`src/pssfc_pkg.sv`:
```
// Package: register map, reset values, timing constants and types of the start/stop/fault block
`default_nettype none
package pssfc_pkg;

  // ----------------------------------------
  // Register offsets
  // ----------------------------------------
  localparam logic [7:0] ADDR_STOP_GROUP = 8'h19;
  localparam logic [7:0] ADDR_SOFT_PERIOD = 8'h1a;
  localparam logic [7:0] ADDR_OSC_TRIM = 8'h1b;
  localparam logic [7:0] ADDR_RECOVERY = 8'h1c;

  // ----------------------------------------
  // Reset values and field layout
  // ----------------------------------------
  localparam logic [7:0] RST_STOP_GROUP = 8'h30;
  localparam logic [7:0] RST_SOFT_PERIOD = 8'h0f;
  localparam logic [7:0] RST_RECOVERY = 8'h02;
  localparam logic [7:0] SOFT_WR_MASK = 8'h9f;
  localparam int SOFT_DIS_BIT = 7;
  localparam logic [7:0] TRIM_FIXED = 8'h80;
  localparam int TRIM_DONE_BIT = 6;
  localparam int TRIM_DIS_BIT = 1;
  localparam logic RST_TRIM_DIS = 1'b1;
  localparam logic [3:0] REC_CODE_MIN = 4'h2;
  localparam int CHANNELS = 4;

  // ----------------------------------------
  // Timing
  // ----------------------------------------
  localparam int CLK_HZ = 100_000_000;
  localparam int TICK_US = 100;
  localparam int TICK_CYCLES = (CLK_HZ / 1_000_000) * TICK_US;
  localparam int TRIM_TIME_US = 100;
  localparam int TRIM_CYCLES = (CLK_HZ / 1_000_000) * TRIM_TIME_US;
  localparam int TICKS_W = 18;

  // ----------------------------------------
  // Types
  // ----------------------------------------
  typedef enum logic [4:0] {
    ST_OFF = 5'h01,
    ST_START = 5'h02,
    ST_RUN = 5'h04,
    ST_STOP = 5'h08,
    ST_FAULT = 5'h10
  } pssfc_state_e;

  typedef struct packed {
    logic all_channel_shutdown;
    logic stop_group_bypass;
    logic power_down_state;
    logic power_stage_fault;
  } pssfc_sys_s;

  typedef struct packed {
    logic [CHANNELS-1:0] channel_run;
    logic [CHANNELS-1:0] channel_half_duty;
    logic power_stage_reset;
    logic soft_transition_active;
  } pssfc_pwm_s;

  // Soft interval in 0.1 ms ticks
  function automatic logic [TICKS_W-1:0] soft_ticks(input logic [4:0] code);
    case (code)
      5'h08: soft_ticks = 18'h000a5;
      5'h09: soft_ticks = 18'h000ef;
      5'h0a: soft_ticks = 18'h0013a;
      5'h0b: soft_ticks = 18'h00194;
      5'h0c: soft_ticks = 18'h0021b;
      5'h0d: soft_ticks = 18'h002bf;
      5'h0e: soft_ticks = 18'h003ae;
      5'h0f: soft_ticks = 18'h004e9;
      5'h10: soft_ticks = 18'h0002e;
      5'h11: soft_ticks = 18'h0018a;
      5'h12: soft_ticks = 18'h00c46;
      5'h13: soft_ticks = 18'h00fc7;
      5'h14: soft_ticks = 18'h0150a;
      5'h15: soft_ticks = 18'h01b77;
      5'h16: soft_ticks = 18'h024d1;
      5'h17: soft_ticks = 18'h03116;
      5'h18: soft_ticks = 18'h04381;
      5'h19: soft_ticks = 18'h06230;
      5'h1a: soft_ticks = 18'h080df;
      5'h1b: soft_ticks = 18'h0a5b1;
      5'h1c: soft_ticks = 18'h0dcec;
      5'h1d: soft_ticks = 18'h1206d;
      5'h1e: soft_ticks = 18'h1829d;
      5'h1f: soft_ticks = 18'h2037c;
      default: soft_ticks = 18'h0002e;
    endcase
  endfunction

  // Recovery wait in 0.1 ms ticks
  function automatic logic [TICKS_W-1:0] recovery_ticks(input logic [3:0] code);
    case (code)
      4'h2: recovery_ticks = 18'h00bae;
      4'h3: recovery_ticks = 18'h0118a;
      4'h4: recovery_ticks = 18'h0175c;
      4'h5: recovery_ticks = 18'h01d38;
      4'h6: recovery_ticks = 18'h02314;
      4'h7: recovery_ticks = 18'h028e6;
      4'h8: recovery_ticks = 18'h02ec2;
      4'h9: recovery_ticks = 18'h03494;
      default: recovery_ticks = 18'h03a70;
    endcase
  endfunction

endpackage
`default_nettype wire

```
`src/pssfc_interval_timer.sv`:
```
// Interval timer counting whole ticks of a fixed number of clock cycles
`default_nettype none
module pssfc_interval_timer
  import pssfc_pkg::*;
#(
  parameter int TICK_LEN = TICK_CYCLES
) (
  input wire logic clk,
  input wire logic reset_n,
  input wire logic load,
  input wire logic [TICKS_W-1:0] ticks,
  input wire logic run,
  output logic busy,
  output logic done
);

  localparam int PRE_W = (TICK_LEN > 1) ? $clog2(TICK_LEN) : 1;
  localparam logic [PRE_W-1:0] PRE_LAST = PRE_W'(TICK_LEN - 1);

  initial begin
    if (TICK_LEN < 1) begin
      $error("TICK_LEN must be at least 1");
    end
  end

  logic [PRE_W-1:0] pre;
  logic [TICKS_W-1:0] remaining;
  wire tick_wrap = busy && run && (pre == PRE_LAST);
  wire last_tick = tick_wrap && (remaining <= TICKS_W'(1));

  always_ff @(posedge clk or negedge reset_n) begin
    if (!reset_n) begin
      pre <= '0;
      remaining <= '0;
      busy <= 1'b0;
      done <= 1'b0;
    end else begin
      done <= last_tick && !load;
      if (load) begin
        pre <= '0;
        remaining <= ticks;
        busy <= 1'b1;
      end else if (busy && run) begin
        pre <= tick_wrap ? '0 : pre + PRE_W'(1);
        if (tick_wrap) begin
          remaining <= remaining - TICKS_W'(1);
        end
        if (last_tick) begin
          busy <= 1'b0;
        end
      end
    end
  end

endmodule
`default_nettype wire

```
`src/pssfc_ctrl.sv`:
```
// Start/stop group, soft transition, oscillator trim and fault recovery control
`default_nettype none

// What this block does
// - Stop-group members stay off unless bypassed
// - Four membership bits, channel one at bit zero
// - Soft interval at 50% on shutdown/power-down change
// - Period bit seven disables timer; reserved zero
// - Five-bit code selects interval from table
// - Interval durations are approximate only
// - Trimmed oscillator enables clock rate detection
// - Writing zero to trim applies factory trim
// - Trim disable bit resets to one
// - Read-only done bit shows trim complete
// - Fault resets power stage, waits, restarts unless shut down or powered down
// - Four-bit code selects recovery wait table
// - Recovery register accepts one write per reset
// - Leaving shutdown starts soft-start sequence
module pssfc_ctrl
  import pssfc_pkg::*;
#(
  parameter int TICK_LEN = TICK_CYCLES,
  parameter int TRIM_LEN = TRIM_CYCLES
) (
  input wire logic clk,
  input wire logic reset_n,
  input wire logic reg_wr,
  input wire logic reg_rd,
  input wire logic [7:0] reg_addr,
  input wire logic [7:0] reg_wdata,
  output logic [7:0] reg_rdata,
  output logic reg_rvalid,
  input wire pssfc_sys_s sys,
  output pssfc_pwm_s pwm,
  output logic factory_trim_select,
  output logic rate_detect_enable
);

  localparam int TRIM_W = $clog2(TRIM_LEN + 1);

  initial begin
    if (TRIM_LEN < 1) begin
      $error("TRIM_LEN must be at least 1");
    end
  end

  // ----------------------------------------
  // Register file
  // ----------------------------------------
  logic [7:0] stop_group;
  logic [7:0] soft_period;
  logic trim_dis;
  logic trim_done;
  logic [TRIM_W-1:0] trim_cnt;
  logic trim_busy;
  logic [7:0] recovery;
  logic recovery_written;

  wire hit_stop = reg_wr && (reg_addr == ADDR_STOP_GROUP);
  wire hit_soft = reg_wr && (reg_addr == ADDR_SOFT_PERIOD);
  wire hit_trim = reg_wr && (reg_addr == ADDR_OSC_TRIM);
  wire hit_rec = reg_wr && (reg_addr == ADDR_RECOVERY);
  wire rec_code_ok = (reg_wdata[7:4] == 4'h0) && (reg_wdata[3:0] >= REC_CODE_MIN);
  wire rec_accept = hit_rec && !recovery_written && rec_code_ok;
  wire trim_start = hit_trim && !reg_wdata[TRIM_DIS_BIT];
  wire soft_timer_dis = soft_period[SOFT_DIS_BIT];
  wire [7:0] trim_view = TRIM_FIXED | ({7'h00, trim_done} << TRIM_DONE_BIT)
                         | ({7'h00, trim_dis} << TRIM_DIS_BIT);

  always_ff @(posedge clk or negedge reset_n) begin
    if (!reset_n) begin
      stop_group <= RST_STOP_GROUP;
      soft_period <= RST_SOFT_PERIOD;
      recovery <= RST_RECOVERY;
      recovery_written <= 1'b0;
    end else begin
      if (hit_stop) begin
        stop_group <= reg_wdata;
      end
      if (hit_soft) begin
        soft_period <= reg_wdata & SOFT_WR_MASK;
      end
      if (rec_accept) begin
        recovery <= reg_wdata;
        recovery_written <= 1'b1;
      end
    end
  end

  // ----------------------------------------
  // Oscillator trim handshake
  // ----------------------------------------
  always_ff @(posedge clk or negedge reset_n) begin
    if (!reset_n) begin
      trim_dis <= RST_TRIM_DIS;
      trim_done <= 1'b0;
      trim_busy <= 1'b0;
      trim_cnt <= '0;
    end else begin
      if (hit_trim) begin
        trim_dis <= reg_wdata[TRIM_DIS_BIT];
      end
      if (trim_start) begin
        trim_busy <= 1'b1;
        trim_done <= 1'b0;
        trim_cnt <= TRIM_W'(TRIM_LEN);
      end else if (hit_trim) begin
        // Completion in the cancel cycle still counts
        trim_busy <= 1'b0;
        trim_done <= trim_busy && (trim_cnt == TRIM_W'(1));
      end else if (trim_busy) begin
        trim_cnt <= trim_cnt - TRIM_W'(1);
        if (trim_cnt == TRIM_W'(1)) begin
          trim_busy <= 1'b0;
          trim_done <= 1'b1;
        end
      end
    end
  end

  // ----------------------------------------
  // Read port
  // ----------------------------------------
  logic [7:0] next_rdata;

  always_comb begin
    case (reg_addr)
      ADDR_STOP_GROUP: next_rdata = stop_group;
      ADDR_SOFT_PERIOD: next_rdata = soft_period;
      ADDR_OSC_TRIM: next_rdata = trim_view;
      ADDR_RECOVERY: next_rdata = recovery;
      default: next_rdata = 8'h00;
    endcase
  end

  always_ff @(posedge clk or negedge reset_n) begin
    if (!reset_n) begin
      reg_rdata <= 8'h00;
      reg_rvalid <= 1'b0;
    end else begin
      reg_rvalid <= reg_rd;
      if (reg_rd) begin
        reg_rdata <= next_rdata;
      end
    end
  end

  // ----------------------------------------
  // Start/stop and fault sequencing
  // ----------------------------------------
  pssfc_state_e state;
  pssfc_state_e next_state;
  logic soft_done;
  logic rec_done;

  wire target_on = !sys.all_channel_shutdown && !sys.power_down_state;
  wire state_change = (next_state != state);
  wire soft_load = state_change && (next_state == ST_START || next_state == ST_STOP);
  wire rec_load = state_change && (next_state == ST_FAULT);
  wire soft_run = !soft_timer_dis;
  wire [CHANNELS-1:0] start_mask =
    sys.stop_group_bypass ? {CHANNELS{1'b1}} : ~stop_group[CHANNELS-1:0];

  always_comb begin
    case (state)
      ST_OFF: begin
        if (sys.power_stage_fault) begin
          next_state = ST_FAULT;
        end else if (target_on) begin
          next_state = ST_START;
        end else begin
          next_state = ST_OFF;
        end
      end
      ST_START: begin
        if (sys.power_stage_fault) begin
          next_state = ST_FAULT;
        end else if (!target_on) begin
          next_state = ST_STOP;
        end else if (soft_done) begin
          next_state = ST_RUN;
        end else begin
          next_state = ST_START;
        end
      end
      ST_RUN: begin
        if (sys.power_stage_fault) begin
          next_state = ST_FAULT;
        end else if (!target_on) begin
          next_state = ST_STOP;
        end else begin
          next_state = ST_RUN;
        end
      end
      ST_STOP: begin
        if (sys.power_stage_fault) begin
          next_state = ST_FAULT;
        end else if (target_on) begin
          next_state = ST_START;
        end else if (soft_done) begin
          next_state = ST_OFF;
        end else begin
          next_state = ST_STOP;
        end
      end
      ST_FAULT: begin
        if (rec_done) begin
          next_state = target_on ? ST_START : ST_OFF;
        end else begin
          next_state = ST_FAULT;
        end
      end
      default: next_state = ST_OFF;
    endcase
  end

  pssfc_interval_timer #(
    .TICK_LEN(TICK_LEN)
  ) u_soft_timer (
    .clk(clk),
    .reset_n(reset_n),
    .load(soft_load),
    .ticks(soft_ticks(soft_period[4:0])),
    .run(soft_run),
    .busy(),
    .done(soft_done)
  );

  pssfc_interval_timer #(
    .TICK_LEN(TICK_LEN)
  ) u_recovery_timer (
    .clk(clk),
    .reset_n(reset_n),
    .load(rec_load),
    .ticks(recovery_ticks(recovery[3:0])),
    .run(1'b1),
    .busy(),
    .done(rec_done)
  );

  // ----------------------------------------
  // Registered outputs
  // ----------------------------------------
  pssfc_pwm_s next_pwm;
  wire in_soft = (next_state == ST_START) || (next_state == ST_STOP);

  assign next_pwm.channel_run = (next_state == ST_RUN) ? start_mask : '0;
  assign next_pwm.channel_half_duty = in_soft ? start_mask : '0;
  assign next_pwm.power_stage_reset = (next_state == ST_FAULT);
  assign next_pwm.soft_transition_active = in_soft;

  always_ff @(posedge clk or negedge reset_n) begin
    if (!reset_n) begin
      state <= ST_OFF;
      pwm <= '0;
      factory_trim_select <= 1'b0;
      rate_detect_enable <= 1'b0;
    end else begin
      state <= next_state;
      pwm <= next_pwm;
      factory_trim_select <= !trim_dis;
      rate_detect_enable <= trim_done;
    end
  end

endmodule
`default_nettype wire

```
`config.mk`:
```
export PLATFORM = sky130hd
export DESIGN_NAME = pssfc_ctrl
export DESIGN_NICKNAME = d
export VERILOG_FILES = /design/src/pssfc_pkg.sv /design/src/pssfc_interval_timer.sv /design/src/pssfc_ctrl.sv
export SDC_FILE = /design/constraint.sdc
export NUM_CORES = 1
export LEC_CHECK = 0
export ABC_CLOCK_PERIOD_IN_PS = 3150
export BUFFER_PORTS_ARGS = -buffer_cell sky130_fd_sc_hd__buf_2
export CAP_MARGIN = 5
export CELL_PAD_IN_SITES_DETAIL_PLACEMENT = 1
export CELL_PAD_IN_SITES_GLOBAL_PLACEMENT = 1
export CORE_UTILIZATION = 44
export CTS_BUF_LIST = sky130_fd_sc_hd__clkbuf_8
export DETAILED_ROUTE_END_ITERATION = 6
export PLACE_DENSITY_LB_ADDON = 0.1
export REMOVE_ABC_BUFFERS = 1
export SYNTH_ARGS = -nofsm -noshare
export SYNTH_HDL_FRONTEND = slang
export SYNTH_SLANG_ARGS = --single-unit
```
`constraint.sdc`:
```
create_clock -name clk -period 3.15 [get_ports clk]
set_input_delay 0.315 -clock clk [delete_from_list [all_inputs] [get_ports clk]]
set_output_delay 0.315 -clock clk [all_outputs]
set_load 0.01 [all_outputs]
```
==> impl_results.md, run 1 <==
- Status: completed
- Register-to-register path setup slack: 560 ps
- Element type at the critical path end: register
- Highest net fanout along the worst path: 16
- Sequential-to-total area share from yosys stat: 43.6%
- # nets final: approximately 900
- Proportion of power drawn by combinational gates: 27.9%
- Height of the die: 134 um
- Antenna Violating Nets Remaining: 0
- Total iterations of the first detailed-routing run: 4
- Max Cap Viol: 0
- Static leakage power: 3.70 nW
- Tightest slew margin relative to the limit: between 30% and 40%
- Unrepaired setup endpoints after global routing: no
- Post-synth EDFFs: 0
- Switching power as a share of total power: 37.0%
- Number of buffer and inverter instances along the worst setup path: 1
- Kind of start point of the critical path: register
- Part of the power in the clock network: roughly a quarter
- Netlist cell types: between 70 and 80
- Detailed-route via count: roughly 6500
- Cts hold-fix bufs: 1
- Number of rows created at floorplan: 48
- Detailed placer's ending HPWL: roughly 15 mm
- H-tree Lvls: 4
- Internal portion of total power: 3.59 mW
- Kind of critical path: reg2reg
- Clock latency of the later-clocked register in the worst-skew pair: ~450 ps
- Buffer depth of the longest clock path: 2
- Number of input and output port buffers inserted: between 40 and 50
- Setup total negative slack: 0 ps
- Clock tree from TritonCTS: done
- Total global-route track usage: 24.1%
- Class of the tightest hold or removal check: in2reg
- Sinks on the clock net: 134
- Slew at the pin closest to its max-slew limit: 939 ps
- Routability-driven placement congestion ratio: ~0.85
- Layout Area Growth over Synthesis: 12.1%
- Mean number of vias per cell: 5.81
- Clock buffer count from CTS: 17
- Worst VDD drop: 0.000336 V
- F_max: 386 MHz
- Placeable Area: ~17000 um^2
- Total congestion overflow after global routing: 0
- Family with the most delay on the worst path: simple AND/OR/NAND/NOR gates
- Via count of the first global-routing pass: 6793
- Final hold vios: 0
- Maximum number of pins on one net before global-route repair: 75
- Skew final: 12.1 ps
- Final period utilization: 82.3%
- Data arrival at the endpoint of the critical path: 2950 ps
- Share of async-settable or async-resettable flops after synthesis: between 90% and 100%
- Number of max-slew violations in the final report: 0
- Remaining routing DRC violations: 0
- Clock root buffer: clkbuf_8
- Top_reg_cell synth: dfrtp_1
- Utilization after layout: 50.3%
- Series of cell instances along the critical path: or3_1 -> o41ai_1 -> nand4bb_1 -> o21ai_1 -> nand2_1 -> buf_4 -> a311oi_1
- Post-Route WL: a little over 20 mm
- Power per cell area: 659 nW/um^2
- Required time at the endpoint of the critical path: 3510 ps
- Postcts setup bufs: 0
- Wire length per cell after detailed routing: 18.3 um
- Peak per-stage delay on the critical path: 530 ps
- Final setup violation count: 0
- Initial cell density of the core: 44.9%
- Post-cts resize count: 0
- Slowest cell on the critical path: dfrtp_1
- Die area: between 15000 and 20000 um^2
- Instance count of the mapped netlist: 832
- Netlist area before placement: 7710 um^2
- Count of warnings emitted by yosys: 0
- Initial DRC count: ~350
- Startpoint of the worst register-to-register path: state[2]$_DFF_PN0_
- Number of filler cells placed in the layout: approximately 2000
- Synth top area share: 40.6%
- Startpoint of the worst hold path: reg_rd
- Worst hold slack across all endpoints: ~87 ps
- Share of cells above drive strength 1: around 15%
- Width of the chip: around 130 um
- Clk slew on worst S/H paths: 80 ps
- Leading post-synthesis cells by cell area: dfrtp_1 (41%), o21ai_0 (4.7%), ha_1 (4.2%)
- Switching component of the power: ~2.1 mW
- Dominant cell type by area after synthesis: dfrtp_1
- Count of boundary I/O pins: 45
- Flops & latches, synth: between 100 and 150
- First-pass GRT wire length: 34.5 mm
- Launching element of the worst setup path: state[2]$_DFF_PN0_
- Antenna violations before repair: 1
- Average cell area after synthesis: approximately 9.3 um^2
- Sequential power share: 45.6%
- Crit path time final: around 2600 ps
[layout by cell type (no fill, tap or decap), types with 5 or more instances in the layout]
cell type  netlist  final
dfstp_2          9      9
xor2_1          29     29
or3_1           13     13
nand4_1         16     16
nor2b_1         20     20
xnor2_1         19     19
nor4b_1          6      6
clkbuf_8         0     17
o22ai_1          9      9
nor2_1          73     73
mux2i_1         24     24
nor4_1          18     18
ha_1            26     26
o41ai_1          5      5
nor3_1          25     24
o21ai_0         72     72
a31oi_1          7      7
nand3_1         21     21
and3_1          10     10
o31ai_1          5      5
a22o_1           7      7
a21oi_1         32     32
or2_2            5      5
dfrtp_1        125    125
nand2_1         75     75
inv_1           29     29
mux2_2          15     15
a22oi_1         11     11
nand4b_1         6      6
nand2b_1         8      8
buf_4            1     16
or4_1            7      7
buf_2            4     43
[final timing paths]
path | endpoint | depth (start not counted)
min in group asynchronous | u_soft_timer.pre[4]$_DFFE_PN0P_ | 2
worst max-delay path | u_soft_timer.pre[13]$_DFFE_PN0P_ | 7
worst max register to register | u_soft_timer.pre[13]$_DFFE_PN0P_ | 7
worst min-delay path | reg_rvalid$_DFF_PN0_ | 1
worst min register to register | rate_detect_enable$_DFF_PN0_ | 0
max in group asynchronous | soft_period[0]$_DFFE_PN1P_ | 3
[synthesized netlist by cell type, drive strengths merged (9+ instances only)]
cell / count
dfrtp: 125
nand2: 75
o21ai: 75
nor2: 74
a21oi: 32
clkbuf: 32
inv: 30
xor2: 29
ha: 26
nor3: 25
mux2i: 24
nand3: 21
nor2b: 20
nor4: 20
xnor2: 19
nand4: 16
mux2: 15
or3: 13
a22oi: 11
and3: 10
dfstp: 9
o22ai: 9
[logic make-up (layout without fill, tap and decap cells)]
| kind of cell | count (synthesis) | after routing | share of synthesized area (%) |
|---|---|---|---|
| AND/OR/NAND/NOR | 327 | 327 | 22.5 |
| AO/OA/AOI/OAI | 188 | 188 | 15.1 |
| flip-flops | 134 | 134 | 43.6 |
| buffers and inverters | 69 | 125 | 3.47 |
| XOR/XNOR | 48 | 48 | 5.45 |
| multiplexers | 40 | 40 | 5.60 |
| adder cells (fa/ha/maj) | 26 | 26 | 4.22 |
| other | 0 | 1 | 0 |
[metrics by stage]
step / instances / area (um^2) / total power [mW] / worst slack [ps]
finish: 1114 / 8640 / 5.70 / 557
global route: 1113 / 8640 / 6.06 / 344
CTS: 1113 / 8640 / 5.74 / 540
detailed placement: 1080 / 8220 / 4.22 / 544
global placement: 1080 / 8220 / 4.08 / 675
floorplan: 794 / 7560 / 3.61 / -1210
[state kept, by name, indices dropped and copies added, names as in the netlist, 6 cells and up]
name / flops
trim_cnt: 14
pwm: 10
reg_rdata: 8
u_recovery_timer.remaining: 18
u_soft_timer.pre: 14
recovery: 8
stop_group: 8
u_soft_timer.remaining: 18
soft_period: 6
u_recovery_timer.pre: 14
[power groups by stage]
stage / Combinational (mW) / Sequential [mW] / Clock (mW)
2_1_floorplan: 1.10 / 2.51 / 0
3_3_place_gp: 1.51 / 2.58 / 0
3_5_place_dp: 1.60 / 2.62 / 0
4_1_cts: 1.61 / 2.59 / 1.54
5_1_grt: 1.79 / 2.67 / 1.60
6_report: 1.59 / 2.60 / 1.51
[layout make-up]
class                           instances  area (um^2)  area share [%]
Timing Repair Buffer                   62          377            4.36
Multi-Input combinational cell        629         4090            47.3
Tap cell                              225          282            3.26
Antenna cell                            1         2.50          0.0289
Sequential cell                       134         3360            38.9
Clock inverter                         15          178            2.06
Clock buffer                           17          234            2.71
Inverter                               31          116            1.35
[worst reg2reg max path: cells and delay by family (launching register included)]
kind,cells,cell delay (ps)
simple gates,3,860
compound gates,3,810
flops,1,530
buf+inv,1,300
[layer usage]
| layer | up-vias | track usage [%] | wire [um] |
|---|---|---|---|
| met3 | 18 | 4.54 | 675 |
| li1 | 3088 | - | - |
| met5 | - | 0 | 0 |
| met2 | 107 | 39.4 | 9820 |
| met4 | 0 | 6.49 | 266 |
| met1 | 3254 | 32.8 | 9650 |
(Power assumes the default switching activity.)
==> run 2, diff against run 1 <==
--- a/config.mk
+++ b/config.mk
@@ -5,7 +5,7 @@
 export SDC_FILE = /design/constraint.sdc
 export NUM_CORES = 1
 export LEC_CHECK = 0
-export ABC_CLOCK_PERIOD_IN_PS = 3150
+export ABC_CLOCK_PERIOD_IN_PS = 2100
 export BUFFER_PORTS_ARGS = -buffer_cell sky130_fd_sc_hd__buf_2
 export CAP_MARGIN = 5
 export CELL_PAD_IN_SITES_DETAIL_PLACEMENT = 1
==> constraint.sdc (replaced) <==
create_clock -name clk -period 2.1 [get_ports clk]
set_input_delay 0.21 -clock clk [delete_from_list [all_inputs] [get_ports clk]]
set_output_delay 0.21 -clock clk [all_outputs]
set_load 0.01 [all_outputs]
==> run 2 against run 1 <==
- the run now ends with negative setup slack left
- non-clock buffer count rose by 134
- first-iteration DRC count shrank 2.3%
- combinational power rose to 2.8 times the previous value
- register-to-register slack worse by 980 ps
- core utilization grew 10 points
- sequential share of layout area decreased by 6.6 points
- worst setup slack lost 980 ps
- flip-flop and latch count unchanged
- fmax increased by 2.9%
- clock skew grew 4.8 ps
- critical endpoint is now trim_done$_DFFE_PN0P_
- highest routed layer unchanged
==> impl_results.md, run 2 (synthesis gave the netlist of run 1 again) <==
- Height of the die: 134 um
- Die area: 18100 um^2
- Remaining routing DRC violations: 0
- Skew final: ~17 ps
- Sinks on the clock net: 134
- Status: complete, but fails checks
- Series of cell instances along the critical path: or4_4 -> or4_4 -> or4_4 -> nor4b_4 -> nand3_1 -> nand2_1
- Total iterations of the first detailed-routing run: 5
- Routability-driven placement congestion ratio: 0.870
- Data arrival at the endpoint of the critical path: 2910 ps
- Startpoint of the worst register-to-register path: trim_cnt[8]$_DFFE_PN0P_
- Placeable Area: around 17000 um^2
- Final period utilization: 120%
- Post-detailed-placement cell area: approximately 9000 um^2
- Number of rows created at floorplan: 48
- Final hold vios: 0
- Via count of the first global-routing pass: 7877
- Grt peak-use layer: met2
- Total global-route track usage: 29.6%
- Width of the chip: ~130 um
- Utilization after layout: 60.6%
- Detailed placer's ending HPWL: 16.9 mm
- CP most frequent cell: or4_4
- Maximum number of pins on one net before global-route repair: 53
- # nets final: 1059
- Area used by sequential logic in the layout: 3370 um^2
- Class of the tightest hold or removal check: in2reg
- F_max: just under 400 MHz
- Most common library cell in the layout ignoring fill and taps: dfrtp_1
- Leading cell types in the layout, fill and taps excluded: dfrtp_1 (124), buf_4 (107), nand2_1 (68)
- Number of input and output port buffers inserted: 44
- Failing checks: negative setup slack
- Largest regs: u_recovery_timer.remaining (18), u_soft_timer.remaining (18)
- Pwr Total: 10.4 mW
- Highest net fanout along the worst path: 3
- Layout Area Growth over Synthesis: 35.1%
- Crit path time final: around 2500 ps
- Worst VDD drop: 0.000536 V
- Max Cap Viol: 0
- Number of max-slew violations in the final report: 0
- Startpoint of the worst hold path: reg_wdata[4]
- Share of cells above drive strength 1: 33.7%
- Register-to-register path setup slack: -420 ps
- Static leakage power: 4.59 nW
- Antenna Violating Nets Remaining: 0
- FF-to-FF End: trim_done$_DFFE_PN0P_
- Initial cell density of the core: 44.9%
- Global routing usage on met3: 4.57%
- Kind of critical path: reg2reg
- Required time at the endpoint of the critical path: 2490 ps
- Clock latency of the later-clocked register in the worst-skew pair: about 460 ps
- Clock buffer count from CTS: 17
- Post-route standard cell area excluding fillers: 10400 um^2
- Mean number of vias per cell: 5.90
- Count of boundary I/O pins: 45
- Worst r2r path cells: 6
- Clock tree from TritonCTS: done
- H-tree Lvls: 4
- Area used by multi-input combinational logic: 4660 um^2
- Antenna violations before repair: 1
- Clk slew on worst S/H paths: approximately 80 ps
- Global-route track usage on met1: 36.3%
- Initial DRC count: 340
- Slew at the pin closest to its max-slew limit: a little over 900 ps
- Worst hold slack across all endpoints: 20.7 ps
- Kind of start point of the critical path: register
- Post-Route WL: 27.0 mm
- Met2 usage: 51.0%
- Final setup violation count: 53
- Number of filler cells placed in the layout: between 1500 and 2000
- Unrepaired setup endpoints after global routing: yes
- Buffer depth of the longest clock path: 2
- Hold Path Cell Cnt: 3
- Hold Path Sink: soft_period[4]$_DFFE_PN0P_
- Element type at the critical path end: register
- First-pass GRT wire length: 41.4 mm
- Total congestion overflow after global routing: 0
- Peak per-stage delay on the critical path: around 550 ps
- Clock root buffer: clkbuf_8
- Slowest cell on the critical path: or4_4
- Tightest slew margin relative to the limit: 38.5%
- Power per cell area: 995 nW/um^2
- Setup slack of the critical path after layout: -420 ps
- Detailed-route via count: between 7000 and 8000
- Wire length per cell after detailed routing: 21.6 um
-- run 2: cell types whose count changed in the layout (fill, tap and decap cells not counted), moves of 5 or more --
cell / change
nor2_4: +12
buf_6: +31
buf_4: +91
nand2_1: -7
a21oi_1: -7
a21oi_2: +7
o21ai_0: -26
o21ai_1: +22
nor3_1: -5
nor2_1: -14
nor4b_1: -5
buf_12: +5
-- run 2: power by group --
part           switching [mW]  internal (mW)  total (mW)
logic                    2.31           2.08        4.39
clock network            1.10           1.11        2.21
registers               0.592           3.17        3.76
total                    4.00           6.36        10.4
-- run 2: final cells by class --
class	count	area share (%)
Tap cell	225	2.70
Clock inverter	13	1.27
Antenna cell	1	0.0240
Multi-Input combinational cell	629	44.8
Clock buffer	19	2.51
Inverter	31	1.12
Sequential cell	134	32.3
Timing Repair Buffer	196	15.3
-- run 2: how the worst max path moves through the flow --
stage / startpoint / to / slack, ps / cells past startpoint
after floorplan: state[0]$_DFF_PN1_ / u_soft_timer.remaining[1]$_DFFE_PN0P_ / -2260 / 6
after global placement: trim_cnt[8]$_DFFE_PN0P_ / trim_cnt[13]$_DFFE_PN0P_ / -310 / 5
after detailed placement: trim_cnt[8]$_DFFE_PN0P_ / trim_busy$_DFF_PN0_ / -440 / 5
after CTS: trim_cnt[8]$_DFFE_PN0P_ / trim_cnt[13]$_DFFE_PN0P_ / -360 / 5
after global routing: u_recovery_timer.pre[7]$_DFFE_PN0P_ / u_recovery_timer.remaining[17]$_DFFE_PN0P_ / -460 / 6
final: trim_cnt[8]$_DFFE_PN0P_ / trim_done$_DFFE_PN0P_ / -420 / 6
-- run 2: critical path, delay by kind of cell, from the launching register on --
family / cells / cell delay, ps
flops: 1 / 400
simple gates: 6 / 2050
-- run 2: layer usage --
layer | share of wire [%] | up-vias
met5 | 0 | -
met4 | 3.9 | 0
met3 | 3.5 | 78
met2 | 51 | 209
met1 | 42 | 3718
li1 | - | 3363
-- run 2: timing repair --
action,CTS,global route
hold buffers,5,0
endpoints found under the setup margin,69,75
gates cloned,1,0
resized for setup,74,115
setup buffers,18,12
pin swaps,15,45
endpoints found under the hold margin,40,0
-- run 2: through the flow --
stage,worst slack (ps),TNS [ps],cells
final,-420,-5780,1248
after global routing,-464,-8880,1247
after CTS,-361,-3340,1236
after detailed placement,-438,-13280,1180
after global placement,-308,-7100,1180
after floorplan,-2260,-113650,794
